`src/logic/reset_power_cfg.svh`:
```
`ifndef RESET_POWER_CFG_SVH
`define RESET_POWER_CFG_SVH

// ==========================================================
// register addresses
`define ADDR_PERIPH_RESET 8'hbd
`define ADDR_RESET_CAUSE 8'hc0
`define ADDR_LV_CONTROL 8'hcb
`define ADDR_LV_STATUS 8'hcc
`define ADDR_CLOCK_CONTROL_ONE 8'h8f
`define ADDR_POWER_CONTROL 8'h87
`define ADDR_WATCHDOG_CONTROL 8'hef

// ==========================================================
// field positions
`define BIT_POWER_ON_FLAG 0
`define BIT_WATCHDOG_FLAG 2
`define BIT_SOFTWARE_FLAG 7
`define BIT_LV_ENABLE 7
`define BIT_LV_FLAG 7
`define BIT_LOW_FREQ_SEL 0
`define BIT_DIV_SEL_LO 1
`define BIT_DIV_SEL_HI 2
`define BIT_IDLE 0
`define BIT_POWER_DOWN 1
`define BIT_WATCHDOG_RESET_EN 7
`define MASK_PERIPH_RESET 8'h0f

// ==========================================================
// reset values and timing
`define RESET_VECTOR 16'h0000
`define ZERO_BYTE 8'h00
`define RESET_HOLD_CYCLES 4'h8
`define ONE_COUNT 4'h1
`define ZERO_COUNT 4'h0
`define LS_DIV_500HZ 10'h3ff
`define LS_DIV_4K 10'h07f
`define LS_DIV_32K 10'h00f
`define LS_DIV_256K 10'h001

`endif

```
`src/logic/reset_power_pkg.sv`:
```
package reset_power_pkg;

    // power state, gray coded along normal->idle->power-down
    typedef enum logic [1:0] {
        st_normal = 2'b00,
        st_idle = 2'b01,
        st_power_down = 2'b11
    } power_state_t;

    // peripheral reset group
    typedef struct packed {
        logic serial_port;
        logic spi_unit;
        logic second_i2c;
        logic first_i2c;
    } periph_reset_t;

    // power-down wake sources
    typedef struct packed {
        logic pin_change;
        logic ext_int;
        logic i2c_addr_match;
        logic usb_resume;
        logic low_voltage;
    } wake_src_t;

endpackage

```
`src/logic/reset_and_power_mode_control.sv`:
```
`timescale 1ns/1ps
`include "reset_power_cfg.svh"
// What this block does
// - reset halts core, clears registers, vector zero
// - reset never touches data memory
// - three reset causes: power-on, watchdog, software
// - power-on holds reset, sets bit 0
// - watchdog overflow sets bit 2, resets if enabled
// - power-on clears watchdog and software flags
// - write 1 bit 7 resets; reads back 1
// - reserved cause bits read 0, ignore writes
// - per-event flag update table
// - hardware flags stay until software clears
// - four peripheral reset bits, one per unit
// - bit 7 enables detector; wakes sleep
// - low-voltage flag bit 7, writable
// - low supply resets no register; with detector on, sets flag and ends sleep
// - clock bit 0 selects low-speed clock
// - low-speed divided from 512kHz, two-bit select
// - high-speed source fixed by option
// - peripherals on system or high-speed clock
// - power bit 0 idles core until wake
// - power bit 1 enters power-down
// - watchdog enabled keeps low-speed clock running
// - listed events end power-down
module reset_and_power_mode_control
    import reset_power_pkg::*;
(
    // clock and power-on reset
    input wire logic clock,
    input wire logic rstn,
    // register port
    input wire logic [7:0] reg_addr,
    input wire logic [7:0] reg_wdata,
    input wire logic reg_write,
    input wire logic reg_read,
    output logic [7:0] reg_rdata,
    // events from the system
    input wire logic watchdog_overflow,
    input wire logic debug_port_reset,
    input wire logic supply_low,
    input wire logic interrupt_pending,
    input wire wake_src_t wake_in,
    input wire logic [1:0] high_speed_source_option,
    // outputs to the core and peripherals
    output logic core_reset,
    output logic core_halt,
    output logic peripheral_halt,
    output logic [15:0] start_address,
    output periph_reset_t periph_reset,
    output logic low_speed_select,
    output logic low_speed_tick,
    output logic low_speed_clock_run,
    output logic high_speed_clock_run,
    output logic [1:0] high_speed_source
);

    // ==========================================================
    // pin synchronisers
    logic [1:0] sync_wdog;
    logic [1:0] sync_dbg;
    logic [1:0] sync_low;
    logic [1:0] sync_irq;
    wake_src_t wake_meta;
    wake_src_t wake_sync;
    always_ff @(posedge clock or negedge rstn) begin
        if (!rstn) begin
            sync_wdog <= 2'h0;
            sync_dbg <= 2'h0;
            sync_low <= 2'h0;
            sync_irq <= 2'h0;
            wake_meta <= '0;
            wake_sync <= '0;
        end else begin
            sync_wdog <= {sync_wdog[0], watchdog_overflow};
            sync_dbg <= {sync_dbg[0], debug_port_reset};
            sync_low <= {sync_low[0], supply_low};
            sync_irq <= {sync_irq[0], interrupt_pending};
            wake_meta <= wake_in;
            wake_sync <= wake_meta;
        end
    end
    wire wdog_ovf = sync_wdog[1];
    wire dbg_rst = sync_dbg[1];
    wire low_v = sync_low[1];
    wire irq = sync_irq[1];

    // ==========================================================
    // registers
    logic power_on_flag;
    logic watchdog_reset_flag;
    logic software_reset_flag;
    logic [3:0] periph_bits;
    logic low_voltage_detector_enable;
    logic low_voltage_status_flag;
    logic [2:0] clock_control_one;
    logic watchdog_reset_enable;
    logic [1:0] power_control;
    logic [3:0] hold_count;
    logic soft_req;
    logic wdog_req;
    power_state_t state;
    power_state_t next_state;

    wire wr_cause = reg_write && reg_addr == `ADDR_RESET_CAUSE;
    wire wr_periph = reg_write && reg_addr == `ADDR_PERIPH_RESET;
    wire wr_lvc = reg_write && reg_addr == `ADDR_LV_CONTROL;
    wire wr_lvs = reg_write && reg_addr == `ADDR_LV_STATUS;
    wire wr_clk = reg_write && reg_addr == `ADDR_CLOCK_CONTROL_ONE;
    wire wr_pwr = reg_write && reg_addr == `ADDR_POWER_CONTROL;
    wire wr_wdc = reg_write && reg_addr == `ADDR_WATCHDOG_CONTROL;
    wire sw_reset_write = wr_cause && reg_wdata[`BIT_SOFTWARE_FLAG];
    wire wdog_reset_now = wdog_ovf && watchdog_reset_enable;
    wire in_reset = hold_count != `ZERO_COUNT;

    // power-on or debug-port reset: whole block to defaults
    always_ff @(posedge clock or negedge rstn) begin
        if (!rstn) begin
            power_on_flag <= 1'b1;
            watchdog_reset_flag <= 1'b0;
            software_reset_flag <= 1'b0;
        end else if (dbg_rst) begin
            power_on_flag <= 1'b1;
            watchdog_reset_flag <= 1'b0;
            software_reset_flag <= 1'b0;
        end else begin
            // set wins over software clear; writing 0 to bit 7 leaves the software flag unchanged
            if (wr_cause && !reg_wdata[`BIT_POWER_ON_FLAG])
                power_on_flag <= 1'b0;
            if (wdog_ovf)
                watchdog_reset_flag <= 1'b1;
            else if (wr_cause && !reg_wdata[`BIT_WATCHDOG_FLAG])
                watchdog_reset_flag <= 1'b0;
            if (soft_req)
                software_reset_flag <= 1'b1;
            else if (wr_cause && !reg_wdata[`BIT_SOFTWARE_FLAG])
                software_reset_flag <= software_reset_flag;
        end
    end

    // pending system reset requests and hold counter
    always_ff @(posedge clock or negedge rstn) begin
        if (!rstn) begin
            soft_req <= 1'b0;
            wdog_req <= 1'b0;
            hold_count <= `RESET_HOLD_CYCLES;
        end else begin
            soft_req <= sw_reset_write;
            wdog_req <= wdog_reset_now;
            if (soft_req || wdog_req || dbg_rst)
                hold_count <= `RESET_HOLD_CYCLES;
            else if (in_reset)
                hold_count <= hold_count - `ONE_COUNT;
        end
    end

    // control registers; system reset returns them to defaults
    // data memory lives outside and sees no reset from here
    // low supply alone never clears anything
    always_ff @(posedge clock or negedge rstn) begin
        if (!rstn) begin
            periph_bits <= 4'h0;
            low_voltage_detector_enable <= 1'b0;
            low_voltage_status_flag <= 1'b0;
            clock_control_one <= 3'h0;
            watchdog_reset_enable <= 1'b0;
        end else if (soft_req || wdog_req || dbg_rst) begin
            periph_bits <= 4'h0;
            low_voltage_detector_enable <= 1'b0;
            low_voltage_status_flag <= 1'b0;
            clock_control_one <= 3'h0;
            watchdog_reset_enable <= 1'b0;
        end else begin
            if (wr_periph)
                periph_bits <= reg_wdata[3:0];
            if (wr_lvc)
                low_voltage_detector_enable <= reg_wdata[`BIT_LV_ENABLE];
            if (low_v && low_voltage_detector_enable)
                low_voltage_status_flag <= 1'b1;
            else if (wr_lvs)
                low_voltage_status_flag <= reg_wdata[`BIT_LV_FLAG];
            if (wr_clk)
                clock_control_one <= reg_wdata[2:0];
            if (wr_wdc)
                watchdog_reset_enable <= reg_wdata[`BIT_WATCHDOG_RESET_EN];
        end
    end

    // ==========================================================
    // power state machine
    wire wake_pd = wdog_reset_now || wake_sync.pin_change || wake_sync.ext_int
        || wake_sync.i2c_addr_match || wake_sync.usb_resume
        || (wake_sync.low_voltage && low_voltage_detector_enable)
        || (low_v && low_voltage_detector_enable);
    always_comb begin
        next_state = state;
        case (state)
            st_normal: begin
                if (wr_pwr && reg_wdata[`BIT_POWER_DOWN])
                    next_state = st_power_down;
                else if (wr_pwr && reg_wdata[`BIT_IDLE])
                    next_state = st_idle;
            end
            st_idle: begin
                if (irq || (low_v && low_voltage_detector_enable))
                    next_state = st_normal;
            end
            st_power_down: begin
                if (wake_pd)
                    next_state = st_normal;
            end
            default: next_state = st_normal;
        endcase
    end
    always_ff @(posedge clock or negedge rstn) begin
        if (!rstn) begin
            state <= st_normal;
            power_control <= 2'h0;
        end else if (soft_req || wdog_req || dbg_rst) begin
            state <= st_normal; // any reset wakes
            power_control <= 2'h0;
        end else begin
            state <= next_state;
            power_control <= {next_state == st_power_down, next_state == st_idle};
        end
    end

    // ==========================================================
    // low-speed divider from the 512kHz reference tick
    logic [9:0] ls_count;
    logic [9:0] ls_limit;
    always_comb begin
        case (clock_control_one[`BIT_DIV_SEL_HI:`BIT_DIV_SEL_LO])
            2'h0: ls_limit = `LS_DIV_500HZ;
            2'h1: ls_limit = `LS_DIV_4K;
            2'h2: ls_limit = `LS_DIV_32K;
            default: ls_limit = `LS_DIV_256K;
        endcase
    end
    wire ls_run = state != st_power_down || watchdog_reset_enable;
    always_ff @(posedge clock or negedge rstn) begin
        if (!rstn) begin
            ls_count <= 10'h000;
            low_speed_tick <= 1'b0;
        end else if (!ls_run) begin
            ls_count <= 10'h000;
            low_speed_tick <= 1'b0;
        end else if (ls_count >= ls_limit) begin
            ls_count <= 10'h000;
            low_speed_tick <= 1'b1;
        end else begin
            ls_count <= ls_count + 10'h001;
            low_speed_tick <= 1'b0;
        end
    end

    // ==========================================================
    // registered outputs
    always_ff @(posedge clock or negedge rstn) begin
        if (!rstn) begin
            core_reset <= 1'b1;
            core_halt <= 1'b1;
            peripheral_halt <= 1'b0;
            start_address <= `RESET_VECTOR;
            periph_reset <= '1;
            low_speed_select <= 1'b0;
            low_speed_clock_run <= 1'b1;
            high_speed_clock_run <= 1'b1;
            high_speed_source <= 2'h0;
        end else begin
            core_reset <= in_reset;
            core_halt <= in_reset || next_state != st_normal;
            peripheral_halt <= next_state == st_power_down;
            start_address <= `RESET_VECTOR;
            // peripherals follow core reset too
            periph_reset <= periph_reset_t'(periph_bits | {4{in_reset}});
            low_speed_select <= clock_control_one[`BIT_LOW_FREQ_SEL];
            low_speed_clock_run <= ls_run;
            high_speed_clock_run <= next_state != st_power_down
                && !clock_control_one[`BIT_LOW_FREQ_SEL];
            high_speed_source <= high_speed_source_option;
        end
    end

    // ==========================================================
    // read port; reserved bits read zero
    logic [7:0] read_mux;
    always_comb begin
        read_mux = `ZERO_BYTE;
        case (reg_addr)
            `ADDR_RESET_CAUSE: begin
                read_mux[`BIT_SOFTWARE_FLAG] = software_reset_flag;
                read_mux[`BIT_WATCHDOG_FLAG] = watchdog_reset_flag;
                read_mux[`BIT_POWER_ON_FLAG] = power_on_flag;
            end
            `ADDR_PERIPH_RESET: read_mux[3:0] = periph_bits;
            `ADDR_LV_CONTROL: read_mux[`BIT_LV_ENABLE] = low_voltage_detector_enable;
            `ADDR_LV_STATUS: read_mux[`BIT_LV_FLAG] = low_voltage_status_flag;
            `ADDR_CLOCK_CONTROL_ONE: read_mux[2:0] = clock_control_one;
            `ADDR_POWER_CONTROL: read_mux[1:0] = power_control;
            `ADDR_WATCHDOG_CONTROL:
                read_mux[`BIT_WATCHDOG_RESET_EN] = watchdog_reset_enable;
            default: read_mux = `ZERO_BYTE;
        endcase
    end
    always_ff @(posedge clock or negedge rstn) begin
        if (!rstn)
            reg_rdata <= `ZERO_BYTE;
        else if (reg_read)
            reg_rdata <= read_mux;
        else
            reg_rdata <= `ZERO_BYTE;
    end
endmodule

```
`config.mk`:
```
export PLATFORM = sky130hd
export DESIGN_NAME = reset_and_power_mode_control
export DESIGN_NICKNAME = d
export VERILOG_FILES = /design/src/logic/reset_power_pkg.sv /design/src/logic/reset_and_power_mode_control.sv
export VERILOG_INCLUDE_DIRS = /design/src /design/src/logic
export SDC_FILE = /design/constraint.sdc
export NUM_CORES = 1
export LEC_CHECK = 0
export CORE_MARGIN = 3
export CORE_UTILIZATION = 56
export DETAILED_ROUTE_END_ITERATION = 8
export DONT_BUFFER_PORTS = 1
export GPL_TIMING_DRIVEN = 0
export PLACE_DENSITY = 0.75
export SLEW_MARGIN = 15
export SYNTH_ARGS = -nofsm -noshare
export SYNTH_HDL_FRONTEND = slang
export SYNTH_SLANG_ARGS = --single-unit
```
`constraint.sdc`:
```
create_clock -name clock -period 1.9 [get_ports clock]
set_input_delay 0.285 -clock clock [delete_from_list [all_inputs] [get_ports clock]]
set_output_delay 0.285 -clock clock [all_outputs]
set_load 0.05 [all_outputs]
```
* Word level (Yosys, flattened, before mapping)
Index checks and enable logic that the tools add are counted.
** Operators by class
- Magnitude comparators :: 1
- Muxes and demuxes :: 38
- Add/subtract/negate cells :: 2
- Equality and inequality tests :: 15
- Bitwise gates (word level) :: 1
- Reduce and logical (&&, ||, !) cells :: 43
** Operators with widths (count)
- $eq A8 B8 Y1 const B :: 7
- $pmux W10 S3 :: 1
- $mux W10 :: 2
- $mux W1 :: 17
- $logic_and A1 B1 Y1 :: 16
- $mux W4 :: 4
- $reduce_bool A2 Y1 :: 8
- $mux W2 :: 6
- $logic_or A1 B1 Y1 :: 11
- $add A10 B1 Y10 const B :: 1
- $ge A10 B10 Y1 :: 1
- $mux W8 :: 1
- $pmux W1 S4 :: 2
- $eq A2 B1 Y1 const B :: 3
- $eq A2 B2 Y1 const B :: 3
- $mux W3 :: 2
- $pmux W1 S3 :: 2
- $pmux W2 S3 :: 1
- $reduce_bool A3 Y1 :: 2
- $logic_not A2 Y1 :: 2
- $ne A2 B2 Y1 const B :: 2
- $or A4 B4 Y4 :: 1
- $reduce_bool A4 Y1 :: 1
- $sub A4 B1 Y4 const B :: 1
- $logic_not A1 Y1 :: 3
** Word-level totals
- Register bits :: 72
- Output and inout port bits :: 37

* Depth between registers and ports, before layout
- Depth after elaboration :: 11
- Mapped depth :: 6

* Worst setup path after synthesis
Ideal clock, no wire load.
- Kind :: reg-to-reg
- Start point :: register clock_control_one[2]
- End point :: register ls_count[2]
- Library setup time :: 146 ps
- Stages on the path, launching flop included :: 7
- Setup slack :: -20 ps
- Data arrival time :: 1774 ps
- Period minus slack after synthesis :: 1920 ps
- Cell sequence :: dfrtp_1 > or2_2 > ha_1 > o21a_1 > o211ai_1 > a22oi_1 > nor2_1
** On the way
- Cells in the longest elaborated chain, start to end :: 5
** Ends and longest elaborated chain
- from (decl) :: RTL line reset_and_power_mode_control.sv:96 : logic [2:0] clock_control_one;
- from (signal assigned) :: RTL line reset_and_power_mode_control.sv:183 : clock_control_one <= reg_wdata[2:0];
- $eq A2 B2 Y1 (tied with other cells) :: RTL line reset_and_power_mode_control.sv:233 : case (clock_control_one[`BIT_DIV_SEL_HI:`BIT_DIV_SEL_LO])
- $pmux W10 S3 * :: RTL line reset_and_power_mode_control.sv:233
- $ge A10 B10 Y1 * :: RTL line reset_and_power_mode_control.sv:248 : end else if (ls_count >= ls_limit) begin
- $mux W10 * :: RTL line reset_and_power_mode_control.sv:248
- $mux W10 * :: RTL line reset_and_power_mode_control.sv:245 : end else if (!ls_run) begin
- to (signal assigned) :: RTL line reset_and_power_mode_control.sv:252 : ls_count <= ls_count + 10'h001;
- to (decl) :: RTL line reset_and_power_mode_control.sv:230 : logic [9:0] ls_count;
Every way passes the cells marked *; elsewhere a longest branch is shown, timed or not.
A chain may end at the register's enable or synchronous reset.

* Worst setup path in the final report
- Start point :: register clock_control_one[1]
- End point :: register ls_count[9]
The elaborated chain is that of the path after synthesis.

==> out/qor.yml <==
status: "finished, violations left"
failed_checks: "setup timing"
placement_rows: 26
path_class: "reg2reg"
final.period_utilization_pct: 101.8
leakage_nw: 1.766
power.density_nw_per_um2: 1115
finClkSkew_ns: 0.01083
htreeDepth: 3
fillers: 358
hold_viol: 0
dp.cells: 357
ys.flop_type: "dfrtp_1"
antenna_found_initial: 0
cp_max_fo: 5
yosys_warnings: 0
grt_usage_pct: 20.87
vias_per_cell: 5.352
slew_violations: 0
end_kind: "register"
antenna_cells: 0
arrival_ns: 2.14
synthAdderAreaFrac_pct: 4.920
maxCapViolCount: 0
wl_per_cell_um: 16.11
core_um2: 5205
ys_ff_latch: 69
setup_tns_ns: -0.03427
cts.path.max_buffers: 2
grt_remaining_overflow: 0
rsz0062_at_grt: "true"
cp.required_ns: 2.11
clkSinkCount: 69
portBuffers: 0
die_x_um: 79.82
pre_cts_slack_ns: -0.1511
muxShareOfSynthArea_pct: 3.321
synth-simple-area-share_pct: 18.66
final.min_clock_period_ns: 1.934
cts.reportedPaths.clkPinSlew_ns: 0.08
root_buffer: "clkbuf_8"
pin_count: 68
numCtsBuffers: 9
yosysSeqAreaShare_pct: 56.99
design.die.area_um2: 6371
critPathLaunchType: "register"
fin_hold_ws_ns: 0.05462
grt_max_degree: 70
synth_top_family_by_area: "simple AND/OR/NAND/NOR gates"
fin_cells: 392
clk-insertion-delay-late_ns: 0.34
ir_drop_v: 0.0007949
drive_gt1_share_pct: 22.05
area.sequential_um2: 1739
fmax_mhz: 517.0
max_slew_margin_pct: 62.99
synth_area_leader_cell: "dfrtp_1"
dieHeight_um: 79.82
ant_nets: 0
final_util_pct: 72.07
multiInputGateArea_um2: 1296
drc_errors: 0
async_flop_share_pct: 100.0
finalSetupViolations: 1
grt_pass1_vias: 2082
vias: 2098
start_util_pct: 58.63
synth_xor_area_share_pct: 2.870
dr.pass1.iters: 4
synth_compound_area_share_pct: 6.478
layout.nets: 360
syn_area_um2: 3052
hp-class: "in2reg"
drt_first_iter_violations: 98
max_slew.worst_pin.slew_ns: 0.5546
grt_pass1_wl_um: 10100
synth_edf_count: 0
ys_types: 49
place.gp.congestion: 0.8552
synth_top_cell_area_share_pct: 48.38
worst_slack_ns: -0.03427
dpl.hpwl_um: 4021
syn_to_final_growth_pct: 22.92
syn_inst: 269
wirelength_um: 6317
cts_tree: "done"
synth_area_leaders: "dfrtp_1 (48%), dfstp_2 (8.6%), ha_1 (4.9%), buf_4 (4.7%), nor2_1 (4.4%)"
synth_area_per_cell_um2: 11.34
per-layer routing:
| layer | up-vias | part of all wire [%] | track usage, % |
|---|---|---|---|
| li1 | 990 | - | - |
| met4 | 0 | 1.2 | 8.953 |
| met5 | - | 0 | 0 |
| met2 | 63 | 52 | 33.81 |
| met1 | 1040 | 43 | 26.99 |
| met3 | 5 | 4.5 | 4.628 |
cell usage in the layout, fill, tap and decap left out, types with 7 or more instances in the layout:
cell type      netlist  final
nor2_1              36     36
nand2_1             12     12
nand4_1              9      9
dfstp_2             10     10
a21oi_1              7      7
buf_4               19     24
clkbuf_8             0      9
inv_1               10     10
mux2i_1              9      9
conb_1               1     19
dfrtp_1             59     59
dlygate4sd3_1        0     12
nand3_1              9      9
Yosys cell counts, drive strengths merged (3+ instances only):
library cell	count
xor2	5
inv	10
nand3	9
clkbuf	6
nand2b	6
dfstp	10
ha	12
nor2	36
a21oi	7
buf	19
mux2i	9
nor3b	3
or3	3
and4b	3
nor3	4
xnor2	5
nand4	9
o21ai	4
dfrtp	59
and2	5
nand2	12
registers in the layout (all words and copies together) (netlist names), 2 cells and up:
name	cells
sync_low	2
periph_reset	4
ls_count	10
sync_irq	2
sync_wdog	2
hold_count	4
reg_rdata	5
periph_bits	4
clock_control_one	3
state	2
wake_sync	5
wake_meta	5
power_control	2
high_speed_source	2
sync_dbg	2
repair_timing:
| item | 4_1_cts | 5_1_grt |
|---|---|---|
| hold endpoints to repair | 80 | 0 |
| gates resized for setup | 8 | 7 |
| buffers inserted | 4 | 1 |
| setup endpoints to repair | 11 | 12 |
| cloned | 1 | 0 |
| pin swaps | 9 | 16 |
| hold buffers | 13 | 0 |
layout make-up:
| type | instances | share of cell area (%) |
|---|---|---|
| sequential | 69 | 46.36 |
| multi-input combinational | 184 | 34.56 |
| timing repair buffer | 18 | 4.937 |
| buffer | 25 | 4.436 |
| clock buffer | 10 | 3.402 |
| clock inverter | 6 | 2.969 |
| tap | 70 | 2.335 |
| inverter | 10 | 1.001 |
report_power, final:
| group | total, mW | switching, mW | internal [mW] |
|---|---|---|---|
| clock network | 1.42 | 0.547 | 0.872 |
| registers | 2.02 | 0.337 | 1.68 |
| logic | 0.743 | 0.412 | 0.331 |
critical path: stages (launching register included):
cell and delay (ns):
dfrtp_1 0.42, or2_4 0.30, ha_4 0.28, o21a_1 0.11, o211ai_1 0.08, buf_4 0.15
a22oi_2 0.35, nor2_1 0.11
through the flow:
stage	cell area, um2	power [mW]
2_1_floorplan	3124	2.507
3_3_place_gp	3212	2.596
3_5_place_dp	3212	2.631
4_1_cts	3691	4.156
5_1_grt	3751	4.386
6_report	3751	4.183
final timing paths:
| path | slack (ns) | endpoint | cells past startpoint | start |
|---|---|---|---|---|
| setup / recovery | -0.03 | ls_count[9] | 7 | clock_control_one[1] |
| hold / removal | 0.05 | soft_req | 2 | reg_wdata[7] |
| setup reg to reg | -0.03 | ls_count[9] | 7 | clock_control_one[1] |
| hold reg to reg | 0.35 | wake_sync[4] | 0 | wake_meta[4] |
| max in group asynchronous | 1.11 | core_halt | 2 | rstn |
| min in group asynchronous | 0.48 | periph_bits[1] | 2 | rstn |
logic make-up (layout without fill, tap and decap cells):
family | Yosys count | count (layout)
flip-flops | 69 | 69
AO/OA/AOI/OAI | 28 | 29
XOR/XNOR | 10 | 10
AND/OR/NAND/NOR | 104 | 104
other | 1 | 19
multiplexers | 10 | 10
buffers and inverters | 35 | 69
adder cells (fa/ha/maj) | 12 | 12
Note: power is estimated with default switching activity, not from simulation.
